[config.mk]
export PLATFORM = sky130hd
export DESIGN_NAME = ect_timer_flat
export DESIGN_NICKNAME = d
export VERILOG_FILES = /design/src/verilog/ect_pkg.sv /design/src/verilog/ect_link_if.sv /design/src/verilog/ect_filter.sv /design/src/verilog/ect_timer.sv /design/src/flat_wrapper.sv
export VERILOG_INCLUDE_DIRS = /design/src /design/src/verilog
export SDC_FILE = /design/constraint.sdc
export NUM_CORES = 1
export LEC_CHECK = 0
export BUFFER_PORTS_ARGS = -buffer_cell sky130_fd_sc_hd__buf_2
export CAP_MARGIN = 20
export CORE_MARGIN = 8
export CORE_UTILIZATION = 60
export CTS_CLUSTER_SIZE = 8
export DETAILED_ROUTE_END_ITERATION = 10
export GPL_TIMING_DRIVEN = 0
export PLACE_DENSITY = 0.92
export SKIP_LAST_GASP = 1
export SYNTH_ARGS = -nofsm -noshare
export SYNTH_HDL_FRONTEND = slang
export SYNTH_SLANG_ARGS = --single-unit
[constraint.sdc]
create_clock -name clk -period 6.8 [get_ports clk]
set_input_delay 0.34 -clock clk [delete_from_list [all_inputs] [get_ports clk]]
set_output_delay 0.34 -clock clk [all_outputs]
set_load 0.02 [all_outputs]
[src/verilog/ect_defs.svh]
// Operation
// - Halt in debug unless debug-run bit set
// - Zero is BOTTOM, ones MAX, sequence top TOP
// - Update taken at BOTTOM or TOP per mode
// - Reset to periodic mode; eight modes exist
// - Enable starts counting at selected tick; readable
// - Periodic: count to compare, flag, restart
// - Compare below count: wrap at MAX, no flag
// - Event source holds pulses over one cycle
// - Time-out: first edge restarts, second stops
// - Time-out: flag if TOP before second edge
// - Frozen: edge restarts; reads, run writes ignored
// - Capture: free run, edge copies count, flag
// - Edge select: rising or falling capture
// - Capture: high-byte read clears flag
// - Software zeroes count entering capture mode
// - Frequency: edge captures and restarts; read clears
// - Pulse width: rise restarts, fall captures, flags
// - Pulse width: high-byte read clears flag
// - Source keeps edges two cycles apart
// - Combined: rise starts, fall captures, rise stops
// - Combined: read or clear rearms next sequence
// - Filter passes level after four equal samples
// - Every flag set also pulses event output
`ifndef ECT_DEFS_SVH
`define ECT_DEFS_SVH
// Device register indices
`define ECT_IDX_CONTROL_A 4'h0
`define ECT_IDX_CTRLB 4'h1
`define ECT_IDX_EVCTRL 4'h2
`define ECT_IDX_INTCTRL 4'h3
`define ECT_IDX_INTFLAGS 4'h4
`define ECT_IDX_STATUS 4'h5
`define ECT_IDX_DEBUG_CONTROL 4'h6
`define ECT_IDX_CNT 4'h7
`define ECT_IDX_CAPTURE_COMPARE 4'h8
// Field positions
`define ECT_BIT_ENABLE 0
`define ECT_BIT_CLOCK_SELECT_LO 1
`define ECT_BIT_CAPTEI 0
`define ECT_BIT_EDGE 4
`define ECT_BIT_FILTER 6
`define ECT_BIT_CAPTURE_FLAG 0
`define ECT_BIT_RUN 0
`define ECT_BIT_DEBUG_RUN 0
// Clock select codes
`define ECT_CLK_DIV1 2'h0
`define ECT_CLK_DIV2 2'h1
`define ECT_CLK_TCA 2'h2
// Mode codes
`define ECT_MODE_PERIODIC 3'h0
`define ECT_MODE_TIMEOUT 3'h1
`define ECT_MODE_CAPTURE 3'h2
`define ECT_MODE_FREQ 3'h3
`define ECT_MODE_PW 3'h4
`define ECT_MODE_FREQPW 3'h5
`define ECT_MODE_SINGLE 3'h6
`define ECT_MODE_PWM8 3'h7
// Reset values and limits
`define ECT_CNT_BOTTOM 16'h0000
`define ECT_CNT_MAX 16'hffff
`define ECT_COMPARE_RESET 16'h0000
`define ECT_FILTER_LEN 4
// Host APB map (byte addresses)
`define ECT_APB_DEV_LIMIT 8'h24
`define ECT_APB_HOST_STATUS 8'h40
`endif

[src/verilog/ect_pkg.sv]
`default_nettype none
`include "ect_defs.svh"
package ect_pkg;
   typedef logic [2:0] ect_mode_t;
   // Combined-mode sequence states
   typedef enum logic [3:0] {
      ECT_FP_IDLE = 4'b0001,
      ECT_FP_HIGH = 4'b0010,
      ECT_FP_LOW = 4'b0100,
      ECT_FP_DONE = 4'b1000
   } ect_fp_e;
   // Host transfer states
   typedef enum logic [2:0] {
      ECT_H_IDLE = 3'b001,
      ECT_H_WAIT = 3'b010,
      ECT_H_DONE = 3'b100
   } ect_host_e;
endpackage : ect_pkg
`default_nettype wire

[src/verilog/ect_link_if.sv]
`timescale 1ns/1ps
`default_nettype none
interface ect_link_if;
   logic req;
   logic we;
   logic [3:0] addr;
   logic [15:0] wdata;
   logic [15:0] rdata;
   logic ack;
   logic event_in;
   logic event_out;
   logic dbg_halt;
   logic tca_tick;
   logic irq;
   modport dev (input req, we, addr, wdata, event_in, dbg_halt, tca_tick,
                output rdata, ack, event_out, irq);
   modport host (output req, we, addr, wdata, event_in, dbg_halt, tca_tick,
                 input rdata, ack, event_out, irq);
endinterface : ect_link_if
`default_nettype wire

[src/verilog/ect_filter.sv]
`timescale 1ns/1ps
`default_nettype none
module ect_filter
   import ect_pkg::*;
(
   input wire logic clk,
   input wire logic srst,
   input wire logic ce,
   input wire logic en,
   input wire logic din,
   output logic dout
);
   logic [`ECT_FILTER_LEN-1:0] hist_reg;
   wire all_hi = &hist_reg;
   wire all_lo = ~|hist_reg;

   // Four-sample history; with en set, level passes only when all agree
   always_ff @(posedge clk) begin
      if (srst) begin
         hist_reg <= '0;
         dout <= 1'b0;
      end else if (ce) begin
         hist_reg <= {hist_reg[`ECT_FILTER_LEN-2:0], din};
         if (!en)
            dout <= din;
         else if (all_hi || all_lo)
            dout <= hist_reg[`ECT_FILTER_LEN-1];
      end
   end
endmodule : ect_filter
`default_nettype wire

[src/verilog/ect_timer.sv]
`timescale 1ns/1ps
`default_nettype none
module ect_timer
   import ect_pkg::*;
(
   input wire logic clk,
   input wire logic srst,
   input wire logic ce,
   ect_link_if.dev link,
   output logic running
);
   // Control registers
   logic enable_reg;
   logic [1:0] clock_select_reg;
   ect_mode_t mode_reg;
   logic captei_reg, edge_reg, filter_reg, capture_ie_reg, dbg_run_reg;
   logic capture_flag_reg, run_reg, div_reg, prev_reg, to_armed_reg, to_frozen_reg;
   logic [15:0] cnt_reg, cap_cmp_reg;
   ect_fp_e fp_reg;
   logic filt_lvl;

   ect_filter u_filter (
      .clk(clk),
      .srst(srst),
      .ce(ce),
      .en(filter_reg),
      .din(link.event_in),
      .dout(filt_lvl)
   );

   // Activity: debug halt freezes counting and event detection unless debug-run is set
   wire active = !link.dbg_halt || dbg_run_reg;
   wire go = enable_reg && active;
   // Tick selection
   wire tick = go && ((clock_select_reg == `ECT_CLK_DIV1) ||
                      (clock_select_reg == `ECT_CLK_DIV2 && div_reg) ||
                      (clock_select_reg == `ECT_CLK_TCA && link.tca_tick));

   // Edge detection on filtered level
   wire rise = filt_lvl && !prev_reg;
   wire fall = !filt_lvl && prev_reg;
   wire ev_ok = go && captei_reg; // events ignored while halted
   wire sel_edge = ev_ok && (edge_reg ? fall : rise);
   wire ev_rise = ev_ok && rise;
   wire ev_fall = ev_ok && fall;

   // Counter landmarks
   wire at_top = cnt_reg == cap_cmp_reg;
   wire at_max = cnt_reg == `ECT_CNT_MAX;
   // Next count value; rolls from MAX back to BOTTOM
   wire [15:0] cnt_inc = at_max ? `ECT_CNT_BOTTOM : cnt_reg + 16'h0001;

   // Register access decode
   wire wr = link.req && link.we;
   wire rd = link.req && !link.we;
   wire wr_control_a = wr && link.addr == `ECT_IDX_CONTROL_A;
   wire wr_ctrlb = wr && link.addr == `ECT_IDX_CTRLB;
   wire wr_evctrl = wr && link.addr == `ECT_IDX_EVCTRL;
   wire wr_intctrl = wr && link.addr == `ECT_IDX_INTCTRL;
   wire wr_flags = wr && link.addr == `ECT_IDX_INTFLAGS;
   wire wr_status = wr && link.addr == `ECT_IDX_STATUS;
   wire wr_dbg = wr && link.addr == `ECT_IDX_DEBUG_CONTROL;
   wire wr_cnt = wr && link.addr == `ECT_IDX_CNT;
   wire wr_cap_cmp = wr && link.addr == `ECT_IDX_CAPTURE_COMPARE;
   wire frozen = mode_reg == `ECT_MODE_TIMEOUT && to_frozen_reg;
   // A 16-bit read of the capture includes its high byte
   wire rd_cap_cmp = rd && link.addr == `ECT_IDX_CAPTURE_COMPARE && !frozen;
   wire flag_clr = wr_flags && link.wdata[`ECT_BIT_CAPTURE_FLAG];

   // Mode behaviour: next count, capture, flag set
   logic [15:0] cnt_next, cap_cmp_next;
   logic set_flag, run_next, armed_next, frozen_next;
   ect_fp_e fp_next;
   always_comb begin
      cnt_next = cnt_reg;
      cap_cmp_next = cap_cmp_reg;
      set_flag = 1'b0;
      run_next = run_reg;
      armed_next = to_armed_reg;
      frozen_next = to_frozen_reg;
      fp_next = fp_reg;
      unique case (mode_reg)
         `ECT_MODE_PERIODIC: begin
            if (tick) begin
               // Update at TOP; a compare below count rolls through MAX
               cnt_next = at_top ? `ECT_CNT_BOTTOM : cnt_inc;
               set_flag = cnt_next == cap_cmp_reg; // flag as the count arrives at TOP
            end
         end
         `ECT_MODE_TIMEOUT: begin
            if (tick && !to_frozen_reg)
               cnt_next = cnt_reg + 16'h0001; // wraps at MAX
            if (tick && !to_frozen_reg && to_armed_reg && cnt_inc == cap_cmp_reg)
               set_flag = 1'b1;
            if (sel_edge) begin
               if (to_armed_reg) begin
                  armed_next = 1'b0; // second edge stops
                  frozen_next = 1'b1;
               end else begin
                  cnt_next = `ECT_CNT_BOTTOM; // first edge, or edge in frozen state
                  armed_next = 1'b1;
                  frozen_next = 1'b0;
               end
            end
            run_next = go && !frozen_next;
         end
         `ECT_MODE_CAPTURE: begin
            if (tick)
               cnt_next = cnt_reg + 16'h0001; // BOTTOM to MAX forever
            if (sel_edge) begin
               cap_cmp_next = cnt_reg;
               set_flag = 1'b1;
            end
         end
         `ECT_MODE_FREQ: begin
            if (tick)
               cnt_next = cnt_reg + 16'h0001;
            if (sel_edge) begin
               cap_cmp_next = cnt_reg;
               cnt_next = `ECT_CNT_BOTTOM;
               set_flag = 1'b1;
            end
         end
         `ECT_MODE_PW: begin
            if (tick)
               cnt_next = cnt_reg + 16'h0001;
            if (ev_rise)
               cnt_next = `ECT_CNT_BOTTOM;
            else if (ev_fall) begin
               cap_cmp_next = cnt_reg;
               set_flag = 1'b1;
            end
         end
         `ECT_MODE_FREQPW: begin
            if (tick && (fp_reg == ECT_FP_HIGH || fp_reg == ECT_FP_LOW))
               cnt_next = cnt_reg + 16'h0001;
            unique case (fp_reg)
               ECT_FP_IDLE: if (ev_rise) begin
                  cnt_next = `ECT_CNT_BOTTOM;
                  fp_next = ECT_FP_HIGH;
               end
               ECT_FP_HIGH: if (ev_fall) begin
                  cap_cmp_next = cnt_reg;
                  fp_next = ECT_FP_LOW;
               end
               ECT_FP_LOW: if (ev_rise) begin
                  set_flag = 1'b1; // counter stops here
                  fp_next = ECT_FP_DONE;
               end
               ECT_FP_DONE: if (rd_cap_cmp || flag_clr)
                  fp_next = ECT_FP_IDLE;
               default: fp_next = ECT_FP_IDLE;
            endcase
            run_next = go && (fp_next == ECT_FP_HIGH || fp_next == ECT_FP_LOW);
         end
         default: begin
            // Single-shot and 8-bit PWM count here, restarting from BOTTOM at TOP
            if (tick)
               cnt_next = at_top ? `ECT_CNT_BOTTOM : cnt_reg + 16'h0001;
         end
      endcase
      if (mode_reg != `ECT_MODE_TIMEOUT && mode_reg != `ECT_MODE_FREQPW)
         run_next = go;
   end

   // Read mux
   logic [15:0] rd_mux;
   always_comb begin
      unique case (link.addr)
         `ECT_IDX_CONTROL_A: rd_mux = {13'h0000, clock_select_reg, enable_reg};
         `ECT_IDX_CTRLB: rd_mux = {13'h0000, mode_reg};
         `ECT_IDX_EVCTRL: rd_mux = {9'h000, filter_reg, 1'b0, edge_reg, 3'h0, captei_reg};
         `ECT_IDX_INTCTRL: rd_mux = {15'h0000, capture_ie_reg};
         `ECT_IDX_INTFLAGS: rd_mux = {15'h0000, capture_flag_reg};
         `ECT_IDX_STATUS: rd_mux = {15'h0000, run_reg};
         `ECT_IDX_DEBUG_CONTROL: rd_mux = {15'h0000, dbg_run_reg};
         `ECT_IDX_CNT: rd_mux = cnt_reg;
         `ECT_IDX_CAPTURE_COMPARE: rd_mux = cap_cmp_reg;
         default: rd_mux = 16'h0000;
      endcase
   end

   // Control registers, written by the bus
   always_ff @(posedge clk) begin
      if (srst) begin
         enable_reg <= 1'b0;
         clock_select_reg <= `ECT_CLK_DIV1;
         mode_reg <= `ECT_MODE_PERIODIC;
         captei_reg <= 1'b0;
         edge_reg <= 1'b0;
         filter_reg <= 1'b0;
         capture_ie_reg <= 1'b0;
         dbg_run_reg <= 1'b0;
      end else if (ce) begin
         if (wr_control_a) begin
            enable_reg <= link.wdata[`ECT_BIT_ENABLE];
            clock_select_reg <= link.wdata[`ECT_BIT_CLOCK_SELECT_LO+1:`ECT_BIT_CLOCK_SELECT_LO];
         end
         if (wr_ctrlb)
            mode_reg <= link.wdata[2:0];
         if (wr_evctrl) begin
            captei_reg <= link.wdata[`ECT_BIT_CAPTEI];
            edge_reg <= link.wdata[`ECT_BIT_EDGE];
            filter_reg <= link.wdata[`ECT_BIT_FILTER];
         end
         if (wr_intctrl)
            capture_ie_reg <= link.wdata[`ECT_BIT_CAPTURE_FLAG];
         if (wr_dbg)
            dbg_run_reg <= link.wdata[`ECT_BIT_DEBUG_RUN];
      end
   end

   // Counting state; bus writes take priority over counting
   always_ff @(posedge clk) begin
      if (srst) begin
         cnt_reg <= `ECT_CNT_BOTTOM;
         cap_cmp_reg <= `ECT_COMPARE_RESET;
         div_reg <= 1'b0;
         prev_reg <= 1'b0;
         run_reg <= 1'b0;
         to_armed_reg <= 1'b0;
         to_frozen_reg <= 1'b0;
         fp_reg <= ECT_FP_IDLE;
      end else if (ce) begin
         if (go)
            div_reg <= !div_reg;
         if (active)
            prev_reg <= filt_lvl;
         cnt_reg <= wr_cnt ? link.wdata : cnt_next;
         cap_cmp_reg <= wr_cap_cmp ? link.wdata : cap_cmp_next;
         to_armed_reg <= armed_next;
         to_frozen_reg <= frozen_next;
         fp_reg <= wr_ctrlb ? ECT_FP_IDLE : fp_next;
         // Run bit written outside the frozen state only
         run_reg <= (wr_status && !frozen) ? link.wdata[`ECT_BIT_RUN] : run_next;
      end
   end

   // Flag, event pulse, interrupt and bus answer; set beats clear
   always_ff @(posedge clk) begin
      if (srst) begin
         capture_flag_reg <= 1'b0;
         link.event_out <= 1'b0;
         link.irq <= 1'b0;
         link.ack <= 1'b0;
         link.rdata <= 16'h0000;
         running <= 1'b0;
      end else if (ce) begin
         capture_flag_reg <= set_flag || (capture_flag_reg && !flag_clr && !rd_cap_cmp);
         link.event_out <= set_flag;
         link.irq <= capture_ie_reg && (set_flag || (capture_flag_reg && !flag_clr && !rd_cap_cmp));
         link.ack <= link.req;
         if (rd)
            link.rdata <= rd_mux;
         running <= run_next;
      end
   end
endmodule : ect_timer
`default_nettype wire

[src/flat_wrapper.sv]
// flat-port wrapper written by rule: the top's interface ports become plain ports
module ect_timer_flat import ect_pkg::*;
  (clk, srst, ce, running, link_req, link_we, link_addr, link_wdata, link_event_in, link_dbg_halt, link_tca_tick, link_rdata, link_ack, link_event_out, link_irq);
  ect_link_if link_i ();
  input wire logic clk;
  input wire logic srst;
  input wire logic ce;
  output logic running;
  input wire logic [$bits(link_i.req)-1:0] link_req;
  input wire logic [$bits(link_i.we)-1:0] link_we;
  input wire logic [$bits(link_i.addr)-1:0] link_addr;
  input wire logic [$bits(link_i.wdata)-1:0] link_wdata;
  input wire logic [$bits(link_i.event_in)-1:0] link_event_in;
  input wire logic [$bits(link_i.dbg_halt)-1:0] link_dbg_halt;
  input wire logic [$bits(link_i.tca_tick)-1:0] link_tca_tick;
  output wire logic [$bits(link_i.rdata)-1:0] link_rdata;
  output wire logic [$bits(link_i.ack)-1:0] link_ack;
  output wire logic [$bits(link_i.event_out)-1:0] link_event_out;
  output wire logic [$bits(link_i.irq)-1:0] link_irq;
  assign link_i.req = link_req;
  assign link_i.we = link_we;
  assign link_i.addr = link_addr;
  assign link_i.wdata = link_wdata;
  assign link_i.event_in = link_event_in;
  assign link_i.dbg_halt = link_dbg_halt;
  assign link_i.tca_tick = link_tca_tick;
  assign link_rdata = link_i.rdata;
  assign link_ack = link_i.ack;
  assign link_event_out = link_i.event_out;
  assign link_irq = link_i.irq;
  ect_timer u_core (.clk(clk), .srst(srst), .ce(ce), .link(link_i), .running(running));
endmodule
Word level (Yosys, flattened, before mapping) --
Cells that the tools add are included.
Storage, ports and cells: flip-flop bits (word level) 78, output and inout bits 20, bits of input ports 28
Operators by class: eq/ne operators 32, multiplexer cells 49, reduce and logical (&&, ||, !) cells 78, add/subtract/negate cells 1
Operators by type and width (count):
- 16-bit 2-to-1 mux | 20
- 16-bit one-hot mux with 9 select lines | 1
- 16-bit one-hot mux with 6 select lines | 1
- 16-bit equality test | 3
- 16-bit one-hot mux with 3 select lines | 1
- 1-bit logical AND | 36
- 4-bit 2-to-1 mux | 7
- 4-bit by 3-bit equality test with 1-bit output (second input constant) | 6
- 2-bit AND reduction | 11
- 16-bit by 1-bit adder with 16-bit output (second input constant) | 1
- 16-bit equality test (second input constant) | 1
- 4-bit by 2-bit equality test with 1-bit output (second input constant) | 4
- 1-bit 2-to-1 mux | 16
- 4-bit one-hot mux with 4 select lines | 1
- 3-bit by 1-bit != test with 1-bit output (second input constant) | 4
- 1-bit zero test | 11
- 4-bit by 1-bit equality test with 1-bit output (second input constant) | 2
- 4-bit equality test (second input constant) | 2
- 1-bit logical OR | 8
- 7-bit nonzero test | 1
- 3-bit by 2-bit equality test with 1-bit output (second input constant) | 2
- 3-bit equality test (second input constant) | 2
- 3-bit != test (second input constant) | 2
- 3-bit AND reduction | 2
- other kinds (15) | 15

Depth between registers and ports, before layout --
depth after elaboration 14, depth in mapped cells 11

Cells and area by module --
Synthesis repeated with hierarchy kept, for this count alone.
Unflattened totals: cells, all modules 734, area total of the unflattened synthesis 5465.2 um^2
Modules (own cells, without submodules):
- ect_timer | seq. area each 1461.4 um^2, times used 1, area an instance 5252.5 um^2, cells an instance 714
- ect_filter | seq. area each 100.1 um^2, times used 1, area an instance 212.7 um^2, cells an instance 20

Least setup slack after synthesis --
OpenSTA, ideal clock, no wires.
path type reg-to-reg, from register u_core.cap_cmp_reg[15], to register u_core.capture_flag_reg, stages on the path, launching flop included 11, setup time 0.075 ns, setup slack 4.331 ns, arrival time 2.395 ns, cell sequence dfxtp_1 > clkbuf_1 > xnor2_1 > nand4_1 > or4_1 > buf_6 > mux2_1 > nor2_1 > a2111oi_1 > o2111ai_1 > a31oi_1
Between the ends: cells in the longest elaborated chain, start to end 6
Ends and longest elaborated chain:
- start: declaration | line ect_timer.sv:18 | logic [15:0] cnt_reg, cap_cmp_reg;
- start signal: assignment | line ect_timer.sv:217 | cap_cmp_reg <= `ECT_COMPARE_RESET;
- start signal: assignment | line ect_timer.sv:230 | cap_cmp_reg <= wr_cap_cmp ? link.wdata : cap_cmp_next;
- 16-bit equality test | line ect_timer.sv:48 | wire at_top = cnt_reg == cap_cmp_reg;
- 16-bit 2-to-1 mux | line ect_timer.sv:86 | cnt_next = at_top ? `ECT_CNT_BOTTOM : cnt_inc;
- 16-bit equality test | line ect_timer.sv:87 | set_flag = cnt_next == cap_cmp_reg;
- 1-bit 2-to-1 mux | line ect_timer.sv:84 | if (tick) begin
- 1-bit one-hot mux with 5 select lines (*) | line ect_timer.sv:82 | unique case (mode_reg)
- 1-bit logical OR (*) | line ect_timer.sv:249 | capture_flag_reg <= set_flag || (capture_flag_reg && !flag_clr && !rd_cap_cmp);
- end signal: assignment | line ect_timer.sv:249
- end: declaration | line ect_timer.sv:17 | logic capture_flag_reg, run_reg, div_reg, prev_reg, to_armed_reg, to_frozen_reg;
Every way passes the cells marked *; elsewhere a longest branch is shown, timed or not. A chain may end at the register's enable or synchronous reset.

Worst setup path after layout --
from register u_core.cap_cmp_reg[14], to register u_core.link.event_out
Between the ends: cells in the longest elaborated chain, start to end 5
Ends and longest elaborated chain:
- 16-bit equality test | line ect_timer.sv:48
- 16-bit 2-to-1 mux | line ect_timer.sv:86
- 16-bit equality test | line ect_timer.sv:87
- 1-bit 2-to-1 mux | line ect_timer.sv:84
- 1-bit one-hot mux with 5 select lines (*) | line ect_timer.sv:82
- end signal: assignment | line ect_timer.sv:250 | link.event_out <= set_flag;
- end: declaration | line ect_link_if.sv:16 | output rdata, ack, event_out, irq);
Marks and branches as above.

==> metrics.yaml <==
synth_edf_count: 0
rrSetupSlack_ns: 3.36
ctsHoldBuffers: 0
drv_cap: 0
clockBufferDepth: 2
max_freq_mhz: 290
insertedDiodeCount: 0
arrival_ns: 3.73
finalCriticalPeriod_ns: 3.44
hold_end: "u_core.u_filter.hist_reg[0]"
worstHoldStart: "link_event_in"
synth_flop_cell: "dfxtp_1"
ir_drop_mv: 0.166
antenna_found_initial: 0
synth_nets: 768
synth_seq_cells: 78
yosysMostFrequentCell: "nor2_1"
grt_pass1_wl_mm: 31.2
coreArea_mm2: 0.00959
die_h_um: 115
routed_wl_mm: 20.2
grt_max_degree: 15
synth_largest_type_area_fraction_pct: 26.8
yosysWarnings: 0
areaGrowthSynthToFinish_pct: 10.5
syn_area_per_cell_um2: 7.91
fin_area_mm2: 0.00644
status: "completed"
reg2reg_to: "u_core.link.event_out"
postCtsSetupRepairBufs: 0
grt_setup_unrepaired: "no"
fin_nets: 822
final-max-slew-violation-count: 0
hold_viol_final: 0
syn_inst: 736
setup_viol_count_final: 0
synth_area_mm2: 0.00582
via_per_inst: 6.67
gp_congestion: 0.992
yosysUniqueCellTypes: 86
worstPathMaxFanout: 10
required_ns: 7.09
reg2reg_from: "u_core.cap_cmp_reg[14]"
numClockSinks: 78
r2r_cells: 10
ys_top_cells_by_area: "dfxtp_1 (27%), nor2_1 (7.5%), mux2i_1 (6.0%), xnor2_1 (5.0%), a211oi_1 (3.5%)"
die_area_mm2: 0.0131
num_vias: 6191
numCtsBuffers: 9
hp-class: "input pin to flop"
cts_tree: "done"
grt_overflow: 0
dp.cells: 912
hpwlAfterDp_mm: 15.5
grt_pass1_vias: 5827
power_per_cell_area_mw_per_mm2: 160
fp.dieW_um: 115
cts_resized: 0
num_rows: 36
drive_gt1_share_pct: 14.5
initial_utilization_pct: 60.7
ant_nets: 0
critPathKind: "flop to flop"
synth_top_area_cell: "dfxtp_1"
tightestPinTransition_ns: 0.984
fin_cells: 928
worstSkewPairLatency_ns: 0.37
ys_seq_area_share_pct: 26.8
io_pins: 48
end_kind: "flop"
max_slew_margin_pct: 34.3
tns_ns: 0
fin_total_pwr_w: 0.00103
dr.pass1.iters: 8
grt_usage_pct: 30.6
route.detailed.drc: 0
cts_root_buf: "clkbuf_8"
whs_path_depth: 3
drt-initial-drc-count: 764
wl_per_cell_um: 21.7
clock_skew_ns: 0.0160
place_area_mm2: 0.00620
p_leak_nw: 2.29
path_clk_slew_ns: 0.10
synthTopCellsByCount: "nor2_1 (117), dfxtp_1 (78), clkbuf_1 (38)"
port_buffers: 43
finalCritPeriodShare_pct: 50.6
cts_htree_levels: 3
async_reset_ff_share_pct: 0
cp-start-kind: "flop"
-- per-stage QoR --
| stage | util, % | hold WS (ns) | worst slack [ns] |
|---|---|---|---|
| finish | 67.1 | 0.224 | 3.36 |
| global route | 67.1 | 0.242 | 3.35 |
| CTS | 67.1 | 0.218 | 3.53 |
| detailed placement | 64.7 | 0.477 | 3.59 |
| global placement | 64.7 | 0.463 | 3.61 |
| floorplan | - | 0.453 | 4.33 |
-- power breakdown --
group          total [W]  switching, W  internal (W)
clock           0.000418      0.000198      0.000220
sequential      0.000465    0.00000406      0.000461
combinational   0.000148     0.0000997     0.0000486
-- cells in the final DEF (no fill, tap or decap), drive strengths merged, types with 6 or more instances in the layout --
cell type / synthesis / final
dfxtp: 78 / 78
o31ai: 6 / 6
nor3b: 6 / 6
buf: 27 / 70
nand2b: 9 / 9
mux2i: 35 / 35
nor3: 24 / 24
o21ai: 32 / 32
xnor2: 35 / 35
a31oi: 9 / 9
a21oi: 37 / 37
a22oi: 16 / 16
a21o: 6 / 6
a211oi: 27 / 27
a2111oi: 6 / 6
and3: 10 / 10
nor4: 15 / 15
a221oi: 6 / 6
inv: 17 / 18
nand4b: 8 / 8
nand4: 13 / 13
nor2: 118 / 118
or3: 10 / 10
o2111ai: 6 / 6
nand3: 26 / 26
clkbuf: 40 / 50
nand2: 36 / 36
-- cell type report --
type	instances	area (um^2)
Buffer	67	339
Clock buffer	10	138
Clock inverter	6	93.8
Fill cell	843	3160
Inverter	18	67.6
Multi-Input combinational cell	573	3850
Sequential cell	78	1560
Tap cell	133	166
Timing Repair Buffer	43	215
-- routing by layer --
layer,wire [um],global-route usage [%],vias to the layer above
met5,0,0,-
met3,1860,6.01,81
met1,7990,37.1,2898
met4,1020,16.2,0
met2,9280,49.9,396
li1,-,-,2816
-- critical path, stage by stage (launching register included) --
cell,delay (ns)
dfxtp_1,0.32
clkbuf_1,0.37
xnor2_1,0.19
nand4_1,0.19
nor4_2,0.66
buf_2,0.37
nor2_1,0.15
a211o_1,0.28
a32oi_1,0.28
o2111ai_1,0.30
a31oi_1,0.26
-- worst max-delay path by stage --
stage                     cells past startpoint                 endpoint              startpoint
after floorplan                              10  u_core.capture_flag_reg  u_core.cap_cmp_reg[15]
after detailed placement                     10    u_core.link.event_out  u_core.cap_cmp_reg[14]
after CTS                                    10    u_core.link.event_out  u_core.cap_cmp_reg[14]
final                                        10    u_core.link.event_out  u_core.cap_cmp_reg[14]
after global routing                         10    u_core.link.event_out  u_core.cap_cmp_reg[14]
after global placement                       10          u_core.link.irq  u_core.cap_cmp_reg[14]
-- kinds of logic (layout without fill, tap and decap cells) --
group,after synthesis,in the layout,share of synthesized area (%)
simple gates,299,299,27.7
compound gates,188,188,23.0
buf+inv,85,144,6.98
flops,78,78,26.8
xor+xnor,42,42,7.24
mux,40,40,7.37
fa+ha+maj,4,4,0.860
Note: power is estimated with default switching activity, not from simulation.
